### src/logic/ppm_pkg.sv
// Package for the port power management register bank.
// Assumes a 40 MHz core clock and a config-space style word access port.
package ppm_pkg;

  // ************************************************************
  // Register offsets and field positions
  // ************************************************************
  localparam logic [11:0] PPM_OFF_CTRL_STATUS = 12'h074;
  localparam logic [11:0] PPM_OFF_TIMER_CTRL  = 12'h078;
  localparam int          PPM_BIT_WAKE_EN     = 8;
  localparam int          PPM_BIT_WAKE_STS    = 15;
  localparam int          PPM_BIT_LAYOUT      = 31;
  localparam int          PPM_LO_LIGHT        = 16;

  // ************************************************************
  // Values after reset and codes
  // ************************************************************
  localparam logic [1:0]  PPM_POWER_STATE_CODE_D0       = 2'h0;
  localparam logic [1:0]  PPM_POWER_STATE_CODE_D3HOT    = 2'h3;
  localparam logic [15:0] PPM_DEEP_RESET      = 16'h03E8;
  localparam logic [11:0] PPM_LIGHT_RESET     = 12'h6D6;
  localparam logic [5:0]  PPM_LINK_L0         = 6'h00;
  localparam logic [5:0]  PPM_LINK_L1         = 6'h1A;

  // ************************************************************
  // Tick timing
  // ************************************************************
  localparam int          PPM_CLK_MHZ         = 40;
  localparam int          PPM_CLK_PERIOD_NS   = 25;
  localparam int          PPM_US_TICK_US      = 1;
  localparam int          PPM_NS_TICK_NS      = 4;
  localparam int          PPM_US_TICK_CYC     = PPM_US_TICK_US * PPM_CLK_MHZ;
  // A 4 ns tick is shorter than one clock; it rounds up to one cycle.
  localparam int          PPM_NS_TICK_CYC     =
    (PPM_NS_TICK_NS + PPM_CLK_PERIOD_NS - 1) / PPM_CLK_PERIOD_NS;

  // ************************************************************
  // Types
  // ************************************************************
  typedef struct packed {
    logic        wr;
    logic        rd;
    logic [11:0] addr;
    logic [31:0] wdata;
  } ppm_req_t;

  typedef enum logic [2:0] {
    PPM_LS_ACTIVE = 3'b001,
    PPM_LS_LIGHT  = 3'b010,
    PPM_LS_DEEP   = 3'b100
  } ppm_lstate_t;

endpackage

### src/logic/ppm_ctrl.sv
// Port power management control, status and idle entry timers.
// Assumes config requests and link conditions come from core-clock logic.
`timescale 1ns/1ps
module ppm_ctrl #(
  parameter bit PORT_A = 1'b0                 // Status bit not implemented on port A
) (
  input  wire logic            i_core_clk,    // Core clock, 40 MHz
  input  wire logic            i_srst,        // Fundamental reset, sync high
  input  wire logic            i_hot_rst,     // Hot reset, sync high
  input  wire ppm_pkg::ppm_req_t i_req,       // Config read or write request
  input  wire logic            i_upstream,    // Port is upstream
  input  wire logic            i_own_wake,    // Port itself raised a wake event
  input  wire logic            i_fwd_wake,    // Forwarded wake message seen
  input  wire logic            i_light_cond,  // Light idle entry conditions met
  input  wire logic            i_deep_cond,   // Deep idle entry conditions met
  input  wire logic            i_link_busy,   // Link must leave idle
  output logic [31:0]          o_rdata,       // Read data
  output logic                 o_rvalid,      // Read data valid pulse
  output logic [1:0]           o_power_state_code, // Current power state
  output logic                 o_wake_msg,    // Wake message request pulse
  output logic                 o_light_idle,  // Transmitter in light idle
  output logic                 o_deep_idle,   // Transmitter in deep idle
  output logic [5:0]           o_link_pm_state // Link power state code
);

  // ************************************************************
  // Register state
  // ************************************************************
  logic [1:0]  power_state_code_q,     power_state_code_d;
  logic        wake_en_q,    wake_en_d;
  logic        wake_sts_q,   wake_sts_d;
  logic [15:0] deep_tmr_q,   deep_tmr_d;
  logic [11:0] light_tmr_q,  light_tmr_d;
  logic        layout_q,     layout_d;
  logic [31:0] rdata_q,      rdata_d;
  logic        rvalid_q,     rvalid_d;
  logic        wake_msg_q,   wake_msg_d;
  logic        wr_cs, wr_tc;

  always_comb begin
    wr_cs      = i_req.wr && (i_req.addr == ppm_pkg::PPM_OFF_CTRL_STATUS);
    wr_tc      = i_req.wr && (i_req.addr == ppm_pkg::PPM_OFF_TIMER_CTRL);
    power_state_code_d   = power_state_code_q;
    wake_en_d  = wake_en_q;
    wake_sts_d = wake_sts_q;
    deep_tmr_d = deep_tmr_q;
    light_tmr_d = light_tmr_q;
    layout_d   = layout_q;
    if (wr_cs && ((i_req.wdata[1:0] == ppm_pkg::PPM_POWER_STATE_CODE_D0) ||
                  (i_req.wdata[1:0] == ppm_pkg::PPM_POWER_STATE_CODE_D3HOT))) begin
      power_state_code_d = i_req.wdata[1:0];
    end
    if (wr_cs) begin
      wake_en_d = i_req.wdata[ppm_pkg::PPM_BIT_WAKE_EN];
    end
    if (wr_cs && i_req.wdata[ppm_pkg::PPM_BIT_WAKE_STS]) begin
      wake_sts_d = 1'b0;
    end
    if (i_own_wake) begin
      wake_sts_d = 1'b1;
    end
    if (PORT_A) begin
      wake_sts_d = 1'b0;
    end
    if (wr_tc) begin
      layout_d = i_req.wdata[ppm_pkg::PPM_BIT_LAYOUT];
      if (!i_req.wdata[ppm_pkg::PPM_BIT_LAYOUT]) begin
        deep_tmr_d  = i_req.wdata[15:0];
        light_tmr_d = i_req.wdata[ppm_pkg::PPM_LO_LIGHT +: 12];
      end
    end
    wake_msg_d = i_own_wake && wake_en_q;
  end

  always_ff @(posedge i_core_clk) begin
    if (i_srst) begin
      wake_en_q  <= 1'b0;
      wake_sts_q <= 1'b0;
    end else begin
      wake_en_q  <= wake_en_d;
      wake_sts_q <= wake_sts_d;
    end
    if (i_srst || i_hot_rst) begin
      power_state_code_q    <= ppm_pkg::PPM_POWER_STATE_CODE_D0;
      deep_tmr_q  <= ppm_pkg::PPM_DEEP_RESET;
      light_tmr_q <= ppm_pkg::PPM_LIGHT_RESET;
      layout_q    <= 1'b0;
      wake_msg_q  <= 1'b0;
    end else begin
      power_state_code_q    <= power_state_code_d;
      deep_tmr_q  <= deep_tmr_d;
      light_tmr_q <= light_tmr_d;
      layout_q    <= layout_d;
      wake_msg_q  <= wake_msg_d;
    end
  end

  // ************************************************************
  // Tick generators
  // ************************************************************
  logic [5:0] us_cnt_q, us_cnt_d;
  logic [1:0] ns_cnt_q, ns_cnt_d;
  logic       us_tick, ns_tick;

  always_comb begin
    us_tick  = (us_cnt_q == 6'(ppm_pkg::PPM_US_TICK_CYC - 1));
    ns_tick  = (ns_cnt_q == 2'(ppm_pkg::PPM_NS_TICK_CYC - 1));
    us_cnt_d = us_tick ? 6'h00 : us_cnt_q + 6'h01;
    ns_cnt_d = ns_tick ? 2'h0 : ns_cnt_q + 2'h1;
  end

  always_ff @(posedge i_core_clk) begin
    if (i_srst) begin
      us_cnt_q <= 6'h00;
      ns_cnt_q <= 2'h0;
    end else begin
      us_cnt_q <= us_cnt_d;
      ns_cnt_q <= ns_cnt_d;
    end
  end

  // ************************************************************
  // Idle entry timers and link power state
  // ************************************************************
  ppm_pkg::ppm_lstate_t st_q, st_d;
  logic [15:0] deep_cnt_q,  deep_cnt_d;
  logic [11:0] light_cnt_q, light_cnt_d;
  logic        deep_ok, light_ok;
  logic        light_idle_q, light_idle_d, deep_idle_q, deep_idle_d;

  always_comb begin
    deep_ok  = i_deep_cond && i_upstream;
    light_ok = i_light_cond;
    deep_cnt_d  = !deep_ok ? 16'h0000 :
                  (us_tick && deep_cnt_q != 16'hFFFF) ? deep_cnt_q + 16'h0001 : deep_cnt_q;
    light_cnt_d = !light_ok ? 12'h000 :
                  (ns_tick && light_cnt_q != 12'hFFF) ? light_cnt_q + 12'h001 : light_cnt_q;
    st_d = st_q;
    case (st_q)
      ppm_pkg::PPM_LS_ACTIVE: begin
        if (deep_ok && deep_cnt_q >= deep_tmr_q) begin
          st_d = ppm_pkg::PPM_LS_DEEP;
        end else if (light_ok && light_cnt_q >= light_tmr_q) begin
          st_d = ppm_pkg::PPM_LS_LIGHT;
        end
      end
      ppm_pkg::PPM_LS_LIGHT: begin
        if (i_link_busy) begin
          st_d = ppm_pkg::PPM_LS_ACTIVE;
        end else if (deep_ok && deep_cnt_q >= deep_tmr_q) begin
          st_d = ppm_pkg::PPM_LS_DEEP;
        end
      end
      ppm_pkg::PPM_LS_DEEP: begin
        if (i_link_busy) begin
          st_d = ppm_pkg::PPM_LS_ACTIVE;
        end
      end
      default: st_d = ppm_pkg::PPM_LS_ACTIVE;
    endcase
    light_idle_d = (st_d == ppm_pkg::PPM_LS_LIGHT);
    deep_idle_d  = (st_d == ppm_pkg::PPM_LS_DEEP);
  end

  always_ff @(posedge i_core_clk) begin
    if (i_srst || i_hot_rst) begin
      st_q        <= ppm_pkg::PPM_LS_ACTIVE;
      deep_cnt_q  <= 16'h0000;
      light_cnt_q <= 12'h000;
      light_idle_q <= 1'b0;
      deep_idle_q  <= 1'b0;
    end else begin
      st_q        <= st_d;
      deep_cnt_q  <= deep_cnt_d;
      light_cnt_q <= light_cnt_d;
      light_idle_q <= light_idle_d;
      deep_idle_q  <= deep_idle_d;
    end
  end

  // ************************************************************
  // Read path
  // ************************************************************
  logic [5:0] lcode;

  always_comb begin
    lcode = (st_q == ppm_pkg::PPM_LS_DEEP) ? ppm_pkg::PPM_LINK_L1 : ppm_pkg::PPM_LINK_L0;
    rdata_d  = 32'h0000_0000;
    rvalid_d = i_req.rd;
    if (i_req.rd && (i_req.addr == ppm_pkg::PPM_OFF_CTRL_STATUS)) begin
      rdata_d[1:0] = power_state_code_q;
      rdata_d[ppm_pkg::PPM_BIT_WAKE_EN]  = wake_en_q;
      rdata_d[ppm_pkg::PPM_BIT_WAKE_STS] = wake_sts_q;
    end else if (i_req.rd && (i_req.addr == ppm_pkg::PPM_OFF_TIMER_CTRL)) begin
      rdata_d[ppm_pkg::PPM_BIT_LAYOUT] = layout_q;
      if (layout_q) begin
        rdata_d[5:0] = lcode;
      end else begin
        rdata_d[15:0]  = deep_tmr_q;
        rdata_d[ppm_pkg::PPM_LO_LIGHT +: 12] = light_tmr_q;
      end
    end
  end

  always_ff @(posedge i_core_clk) begin
    if (i_srst) begin
      rdata_q  <= 32'h0000_0000;
      rvalid_q <= 1'b0;
    end else begin
      rdata_q  <= rdata_d;
      rvalid_q <= rvalid_d;
    end
  end

  logic [5:0] lcode_q;
  always_ff @(posedge i_core_clk) begin
    if (i_srst) begin
      lcode_q <= ppm_pkg::PPM_LINK_L0;
    end else begin
      lcode_q <= lcode;
    end
  end

  assign o_rdata            = rdata_q;
  assign o_rvalid           = rvalid_q;
  assign o_power_state_code = power_state_code_q;
  assign o_wake_msg         = wake_msg_q;
  assign o_light_idle       = light_idle_q;
  assign o_deep_idle        = deep_idle_q;
  assign o_link_pm_state    = lcode_q;

  // ************************************************************
  // Assertions
  // ************************************************************
  property p_power_state_code_legal;
    @(posedge i_core_clk) disable iff (i_srst)
      (power_state_code_q != 2'h1) && (power_state_code_q != 2'h2);
  endproperty
  a_power_state_code_legal: assert property (p_power_state_code_legal) else $error("reserved power state held");

  property p_power_state_code_wr;
    @(posedge i_core_clk) disable iff (i_srst || i_hot_rst)
      wr_cs && i_req.wdata[1:0] == 2'h3 |=> power_state_code_q == 2'h3;
  endproperty
  a_power_state_code_wr: assert property (p_power_state_code_wr) else $error("power state write lost");

  property p_wake_gate;
    @(posedge i_core_clk) disable iff (i_srst || i_hot_rst)
      o_wake_msg |-> $past(wake_en_q) && $past(i_own_wake);
  endproperty
  a_wake_gate: assert property (p_wake_gate) else $error("wake message while disabled");

  property p_en_hot;
    @(posedge i_core_clk) disable iff (i_srst)
      i_hot_rst && !wr_cs |=> wake_en_q == $past(wake_en_q);
  endproperty
  a_en_hot: assert property (p_en_hot) else $error("hot reset changed enable");

  property p_sts_set;
    @(posedge i_core_clk) disable iff (i_srst)
      i_own_wake && !PORT_A |=> wake_sts_q;
  endproperty
  a_sts_set: assert property (p_sts_set) else $error("status not set");

  property p_fwd;
    @(posedge i_core_clk) disable iff (i_srst)
      !i_own_wake && !wr_cs |=> wake_sts_q == $past(wake_sts_q);
  endproperty
  a_fwd: assert property (p_fwd) else $error("status changed without own event");

  property p_fwd_keep;
    @(posedge i_core_clk) disable iff (i_srst)
      i_fwd_wake && !i_own_wake && !wr_cs |=> $stable(wake_sts_q);
  endproperty
  a_fwd_keep: assert property (p_fwd_keep) else $error("forwarded wake set status");

  property p_zero;
    @(posedge i_core_clk) disable iff (i_srst)
      i_req.rd && i_req.addr == ppm_pkg::PPM_OFF_CTRL_STATUS |=>
        o_rvalid && o_rdata[31:16] == 16'h0000 && o_rdata[14:9] == 6'h00;
  endproperty
  a_zero: assert property (p_zero) else $error("fixed-zero fields nonzero");

  property p_down;
    @(posedge i_core_clk) disable iff (i_srst || i_hot_rst)
      !i_upstream && !o_deep_idle |=> !o_deep_idle;
  endproperty
  a_down: assert property (p_down) else $error("downstream entered deep idle");

  property p_restart;
    @(posedge i_core_clk) disable iff (i_srst || i_hot_rst)
      !i_light_cond |=> light_cnt_q == 12'h000;
  endproperty
  a_restart: assert property (p_restart) else $error("light timer not restarted");

  property p_readback;
    @(posedge i_core_clk) disable iff (i_srst)
      i_req.rd && layout_q && i_req.addr == ppm_pkg::PPM_OFF_TIMER_CTRL |=>
        o_rdata[5:0] == (($past(st_q) == ppm_pkg::PPM_LS_DEEP) ? 6'h1A : 6'h00);
  endproperty
  a_readback: assert property (p_readback) else $error("readback code wrong");

endmodule

### config.mk
export PLATFORM = sky130hd
export DESIGN_NAME = ppm_ctrl
export DESIGN_NICKNAME = d
export VERILOG_FILES = /design/src/logic/ppm_pkg.sv /design/src/logic/ppm_ctrl.sv
export SDC_FILE = /design/constraint.sdc
export NUM_CORES = 1
export LEC_CHECK = 0
export ABC_CLOCK_PERIOD_IN_PS = 3100
export BUFFER_PORTS_ARGS = -buffer_cell sky130_fd_sc_hd__clkbuf_2
export CORE_ASPECT_RATIO = 1.5
export CORE_MARGIN = 2
export CORE_UTILIZATION = 45
export DETAILED_ROUTE_END_ITERATION = 7
export GPL_TIMING_DRIVEN = 0
export PLACE_DENSITY = 0.68
export SLEW_MARGIN = 10
export SYNTH_ARGS = -nofsm -noshare
export SYNTH_HDL_FRONTEND = slang
export SYNTH_SLANG_ARGS = --single-unit
### constraint.sdc
create_clock -name i_core_clk -period 3.1 [get_ports i_core_clk]
set_input_delay 0.155 -clock i_core_clk [delete_from_list [all_inputs] [get_ports i_core_clk]]
set_output_delay 0.155 -clock i_core_clk [all_outputs]
set_load 0.01 [all_outputs]
==> results of run 1 <==
## worst paths after layout
kind	startpoint	endpoint	depth (start not counted)
hold / removal	i_req[2]	deep_tmr_q[2]$_SDFFE_PP0P_	3
setup / recovery	deep_cnt_q[0]$_SDFFE_PP0P_	o_light_idle$_SDFF_PP0_	7
setup reg to reg	deep_cnt_q[0]$_SDFFE_PP0P_	o_light_idle$_SDFF_PP0_	7
hold reg to reg	ns_cnt_q[0]$_SDFF_PP0_	ns_cnt_q[0]$_SDFF_PP0_	1
## cells in the mapped netlist (4+ instances only)
cell type / count / area, um^2
a21oi_1: 30 / 150
and3_1: 6 / 37.5
buf_2: 6 / 30.0
buf_4: 8 / 60.1
clkbuf_1: 13 / 48.8
dfxtp_1: 106 / 2120
ha_1: 32 / 400
inv_1: 35 / 131
mux2i_1: 4 / 40.0
nand2_1: 64 / 240
nand3_1: 22 / 110
nand4_1: 12 / 75.1
nor2_1: 42 / 158
nor3_1: 35 / 175
nor3b_1: 7 / 52.6
nor4_1: 4 / 25.0
o211ai_1: 15 / 113
o21ai_0: 9 / 45.0
or3_1: 4 / 25.0
xnor2_1: 10 / 87.6
xor2_1: 15 / 131
## state kept, by name (all words and copies together) (netlist names), 2 cells and up
signal / flops
deep_tmr_q: 16
us_cnt_q: 6
deep_cnt_q: 16
o_power_state_code: 2
o_rdata: 29
light_tmr_q: 12
light_cnt_q: 12
st_q: 3
ns_cnt_q: 2
## final cells by class
type                       count  area (um^2)  share of cell area [%]
multi-input combinational    370         2320                    41.4
sequential                   106         2120                    37.9
timing repair buffer          88          440                    7.86
clock buffer                  12          256                    4.58
tap                          117          146                    2.61
buffer                        27          139                    2.48
inverter                      35          131                    2.34
clock inverter                 4         50.0                   0.893
## logic make-up (layout without fill, tap and decap cells)
logic type,after synthesis,after routing,synth area share [%]
AND/OR/NAND/NOR,220,220,23.2
adder cells (fa/ha/maj),32,32,8.54
other,1,6,0.0799
multiplexers,4,4,0.854
AO/OA/AOI/OAI,83,83,11.7
XOR/XNOR,25,25,4.67
flip-flops,106,106,45.2
buffers and inverters,62,166,5.76
## power by group through the flow
stage | combinational (mW) | sequential (mW) | clock [mW]
finish | 0.0844 | 1.37 | 1.17
global route | 0.0944 | 1.37 | 1.24
CTS | 0.0844 | 1.37 | 1.18
detailed placement | 0.0839 | 1.40 | 0
global placement | 0.0818 | 1.40 | 0
floorplan | 0.0350 | 1.40 | 0
## worst max-delay path: cells and delay by family (launching register included)
kind | cells | cell delay [ns]
compound gates | 3 | 1.01
flops | 1 | 0.39
simple gates | 2 | 0.41
buf+inv | 1 | 0.06
fa+ha+maj | 1 | 0.26
## layer usage
metal	GRT usage (%)	vias to the layer above	part of all wire, %
met3	3.25	18	3.0
met4	9.05	0	2.2
li1	-	2046	-
met2	41.2	79	55
met1	23.0	1926	39
met5	0	-	0
==> impl_metrics.csv, run 1 <==
group,metric,value,unit
timing,hold_viol_final,0,
routing,drtAntennaViolNets,0,
power_and_ir_drop,power,2.62,mW
global_routing,grt_pass1_wl,18.9,mm
power_and_ir_drop,clkPwrFrac,44.5,%
floorplan,die_w,87.4,um
place,dp.cells,743,
worst_setup_path,path_max_fanout,4,
cells_and_area,design_area,5600,um^2
floorplan,die_area,11300,um^2
floorplan,dieHeight,129,um
logic_synthesis,ys_warn_count,0,
global_routing,first_global_vias,4019,
logic_synthesis,synth_edf_count,0,
hold_path,hp-class,"in -> reg",
timing,fin_tns_setup,0,ns
global_routing,gr-total-overflow,0,
routing,vias,4069,
logic_synthesis,synth_seq_cells,106,
cells_and_area,layout.nets,724,
global_routing,antenna_found_initial,0,
clock_tree,htreeDepth,3,
timing,rsz0062_at_grt,"false",
logic_synthesis,syn_area,4690,um^2
power_and_ir_drop,seqPwrFrac,52.3,%
timing,finalSetupViolCount,0,
timing,clock-skew-final,0.00776,ns
timing,setup_ws,0.853,ns
logic_synthesis,syn_inst,533,
worst_setup_path,rrSetupSlack,0.85,ns
worst_setup_path,start_kind,"flop",
cells_and_area,final_cells,759,
worst_setup_path,worst_ep_required_time,3.35,ns
worst_setup_path,worstSetupEndpointType,"flop",
worst_setup_path,cpPeakStageDelay,0.57,ns
worst_setup_path,crit_slowest_cell,"a2111oi_0",
floorplan,ioPinCount,99,
flow_run,maxCapViolations,0,
floorplan,rows,45,
logic_synthesis,avgSynthCellArea,8.80,um^2
timing,fmax,445,MHz
timing,slew_viol_final,0,
logic_synthesis,async_reset_ff_share,0,%
place,routabilityCongestion,0.843,
clock_tree,cts_buffer_depth,2,
cells_and_area,final_cell_mix,"dfxtp_1 (106), clkbuf_2 (88), nand2_1 (64)",
logic_synthesis,synth_flop_cell,"dfxtp_1",
clock_tree,cts_tree,"yes",
timing,slew_headroom,52.5,%
logic_synthesis,ys_types,54,
clock_tree,clk_pin_slew,0.07,ns
cells_and_area,drive_above_1_share,19.3,%
cells_and_area,layout_commonest_cell,"dfxtp_1",
cells_and_area,finalCoreUtilization,55.3,%
power_and_ir_drop,vdd_ir_drop_max,0.257,mV
routing,drt_iter0_markers,142,
run_status,status,"finished, final reports clean",
logic_synthesis,synth-seq-area-share,45.2,%
clock_tree,cts_num_sinks,106,
cells_and_area,syn2layout_area_growth,19.4,%
timing,worst_pin_slew,0.710,ns
global_routing,grt_max_degree,17,
worst_setup_path,crit_chain,"inv_1 -> ha_1 -> nand2b_1 -> a2111oi_0 -> o32a_1 -> a31oi_2 -> nor3b_1",
routing,vias_per_cell,5.36,
worst_setup_path,criticalPathCategory,"reg -> reg",
timing,finalCritPeriodShare,72.5,%
worst_setup_path,arrival,2.49,ns
timing,hold_ws,0.0196,ns
clock_tree,clockRootBuffer,"clkbuf_16",
place,hpwl,9.22,mm
power_and_ir_drop,switchingPower,549,uW
clock_tree,clock_latency,0.35,ns
global_routing,grt_usage,21.6,%
floorplan,core,10100,um^2
cells_and_area,fill_cells,966,
floorplan,start_util,46.3,%
routing,post_drt_wl_per_cell,15.5,um
place,preCtsSetupSlack,0.858,ns
power_and_ir_drop,p_per_area,468,nW/um^2
power_and_ir_drop,p_int,2.08,mW
place,place_area,5300,um^2
clock_tree,post-cts-setup-buffer-count,0,
clock_tree,cts_buffers,9,
cells_and_area,diodes,0,
routing,drt_pass1_iterations,5,
clock_tree,ctsResizeCount,0,
timing,period_needed,2.25,ns
clock_tree,ctsHoldBuffers,0,
power_and_ir_drop,netSwitchingFraction,20.9,%
place,numPortBuffers,88,
power_and_ir_drop,p_leak,2.37,nW
routing,drcViolationCount,0,
routing,wl,11.8,mm
power_and_ir_drop,p_comb_share,3.2,%
Note: power is estimated with default switching activity, not from simulation.
==> inputs of run 2 (changes only) <==
ABC_CLOCK_PERIOD_IN_PS = 2100   (was 3100)
clock period = 2.1 ns   (was 3.1 ns; I/O delays follow)
==> impl_metrics.csv, run 2 (same netlist as run 1, synthesis figures left out) <==
group,metric,value,unit
worst_setup_path,path_depth,6,
timing,period_needed,2.14,ns
cells_and_area,syn2layout_area_growth,28.2,%
worst_setup_path,path_max_fanout,7,
power_and_ir_drop,p_per_area,652,nW/um^2
hold_path,hp-class,"in -> reg",
timing,finalCritPeriodShare,102,%
power_and_ir_drop,vdd_ir_drop_max,0.387,mV
global_routing,antenna_found_initial,0,
worst_setup_path,crit_slowest_cell,"or4_1",
cells_and_area,drive_above_1_share,22.8,%
cells_and_area,regArea,2130,um^2
worst_setup_path,criticalPathCategory,"reg -> reg",
global_routing,grt_max_degree,17,
cells_and_area,multi_input_area,2430,um^2
clock_tree,cts_num_sinks,106,
timing,rsz0062_at_grt,"true",
clock_tree,clockRootBuffer,"clkbuf_16",
worst_setup_path,cp-startpoint,"deep_cnt_q[14]$_SDFFE_PP0P_",
timing,slew_viol_final,0,
clock_tree,clock_latency,0.35,ns
floorplan,die_area,11300,um^2
global_routing,grt_usage,22.4,%
cells_and_area,final_cell_mix,"dfxtp_1 (97), clkbuf_2 (88), nand2_1 (64)",
cells_and_area,diodes,0,
floorplan,core,10100,um^2
timing,slew_headroom,56.0,%
timing,worst_pin_slew,0.655,ns
routing,drtAntennaViolNets,0,
routing,drt_pass1_iterations,4,
cells_and_area,layout.nets,754,
power_and_ir_drop,power,3.92,mW
run_status,status,"complete, but fails checks",
routing,vias,4237,
cells_and_area,final_cells,789,
worst_setup_path,crit_buf_inv,0,
routing,post_drt_wl_per_cell,15.8,um
power_and_ir_drop,p_leak,2.52,nW
timing,hold_viol_final,0,
timing,finalSetupViolCount,5,
timing,clock-skew-final,0.00786,ns
place,routabilityCongestion,0.843,
cells_and_area,fill_cells,925,
floorplan,die_w,87.4,um
clock_tree,htreeDepth,3,
floorplan,rows,45,
clock_tree,cts_buffers,9,
worst_setup_path,arrival,2.42,ns
timing,setup_ws,-0.0367,ns
hold_path,hold_depth,3,
routing,wl,12.4,mm
global_routing,grt_pass1_wl,19.6,mm
global_routing,first_global_vias,4239,
run_status,violations,"setup timing",
place,dp.cells,743,
cells_and_area,largest_reg_flops,29,
floorplan,dieHeight,129,um
routing,vias_per_cell,5.37,
clock_tree,cts_tree,"yes",
clock_tree,cts_buffer_depth,2,
global_routing,gr-total-overflow,0,
cells_and_area,layout_commonest_cell,"dfxtp_1",
worst_setup_path,worstSetupEndpointType,"flop",
clock_tree,clk_pin_slew,0.07,ns
routing,drcViolationCount,0,
routing,drt_iter0_markers,162,
worst_setup_path,cpPeakStageDelay,0.44,ns
floorplan,ioPinCount,99,
worst_setup_path,crit_chain,"ha_1 -> nand4_1 -> or4_1 -> o32a_1 -> a31oi_4 -> and2_1",
hold_path,hold_start,"i_req[4]",
place,numPortBuffers,88,
worst_setup_path,start_kind,"flop",
floorplan,start_util,46.3,%
worst_setup_path,reg2reg_depth,6,
flow_run,maxCapViolations,0,
worst_setup_path,critPathTopFamily,"simple AND/OR/NAND/NOR gates",
worst_setup_path,rr_startpoint,"deep_cnt_q[14]$_SDFFE_PP0P_",
timing,fmax,468,MHz
worst_setup_path,worst_ep_required_time,2.39,ns
place,hpwl,9.22,mm
[run 2: changes by cell type in the layout (fill, tap and decap cells not counted), moves of 2 or more]
cell | previous run | this run
dfxtp_1 | 106 | 97
dfxtp_2 | 0 | 9
inv_2 | 0 | 2
ha_1 | 32 | 26
buf_4 | 8 | 15
ha_4 | 0 | 6
dlygate4sd3_1 | 0 | 23
inv_1 | 35 | 32
[run 2: metal layers]
layer | wire length, um | vias up | track usage [%]
met1 | 4790 | 2004 | 23.4
met2 | 6930 | 96 | 42.5
met5 | 0 | - | 0
li1 | - | 2114 | -
met3 | 400 | 23 | 4.27
met4 | 315 | 0 | 9.14
[run 2: worst paths after layout]
| kind | to | slack [ns] |
|---|---|---|
| max | o_deep_idle$_SDFF_PP0_ | -0.04 |
| min | deep_tmr_q[4]$_SDFFE_PP0P_ | 0.02 |
| max reg2reg | o_deep_idle$_SDFF_PP0_ | -0.04 |
| min reg2reg | ns_cnt_q[0]$_SDFF_PP0_ | 0.43 |
[run 2: area by class of cell]
class / instances / share of cell area (%)
clock buffer: 12 / 4.27
buffer: 27 / 2.31
tap: 117 / 2.43
inverter: 35 / 2.23
multi-input combinational: 370 / 40.4
clock inverter: 4 / 0.832
timing repair buffer: 118 / 12.0
sequential: 106 / 35.5
[run 2: power by group]
| part | switching [mW] | internal, mW | leakage [nW] |
|---|---|---|---|
| Clock | 0.741 | 0.988 | 0.145 |
| Sequential | 0.00933 | 2.02 | 0.859 |
| Combinational | 0.0740 | 0.0882 | 1.51 |
[run 2: timing repair]
| item | 4_1_cts | 5_1_grt |
|---|---|---|
| setup buffers | 4 | 3 |
| endpoints found under the setup margin | 5 | 15 |
| hold buffers | 23 | 0 |
| resized for setup | 19 | 8 |
| hold endpoints to repair | 22 | 0 |
| pin swaps | 11 | 1 |
[run 2: metrics by stage]
step / util [%] / setup slack, ns / area (um^2) / hold WS (ns) / setup TNS, ns
after floorplan: - / 0.0821 / 4710 / 0.177 / 0
after global placement: 52.3 / -0.138 / 5300 / 0.330 / -0.508
after detailed placement: 52.3 / -0.142 / 5300 / 0.335 / -0.505
after CTS: 58.5 / -0.0174 / 5930 / 0.0111 / -0.0327
after global routing: 59.3 / -0.133 / 6010 / 0.00580 / -0.560
final: 59.3 / -0.0367 / 6010 / 0.0184 / -0.119
[run 2: worst register-to-register path, cell delays in order, from the launching register on]
cell     delay, ns
dfxtp_1       0.39
ha_1          0.33
nand4_1       0.13
or4_1         0.44
o32a_1        0.40
a31oi_4       0.21
and2_1        0.16
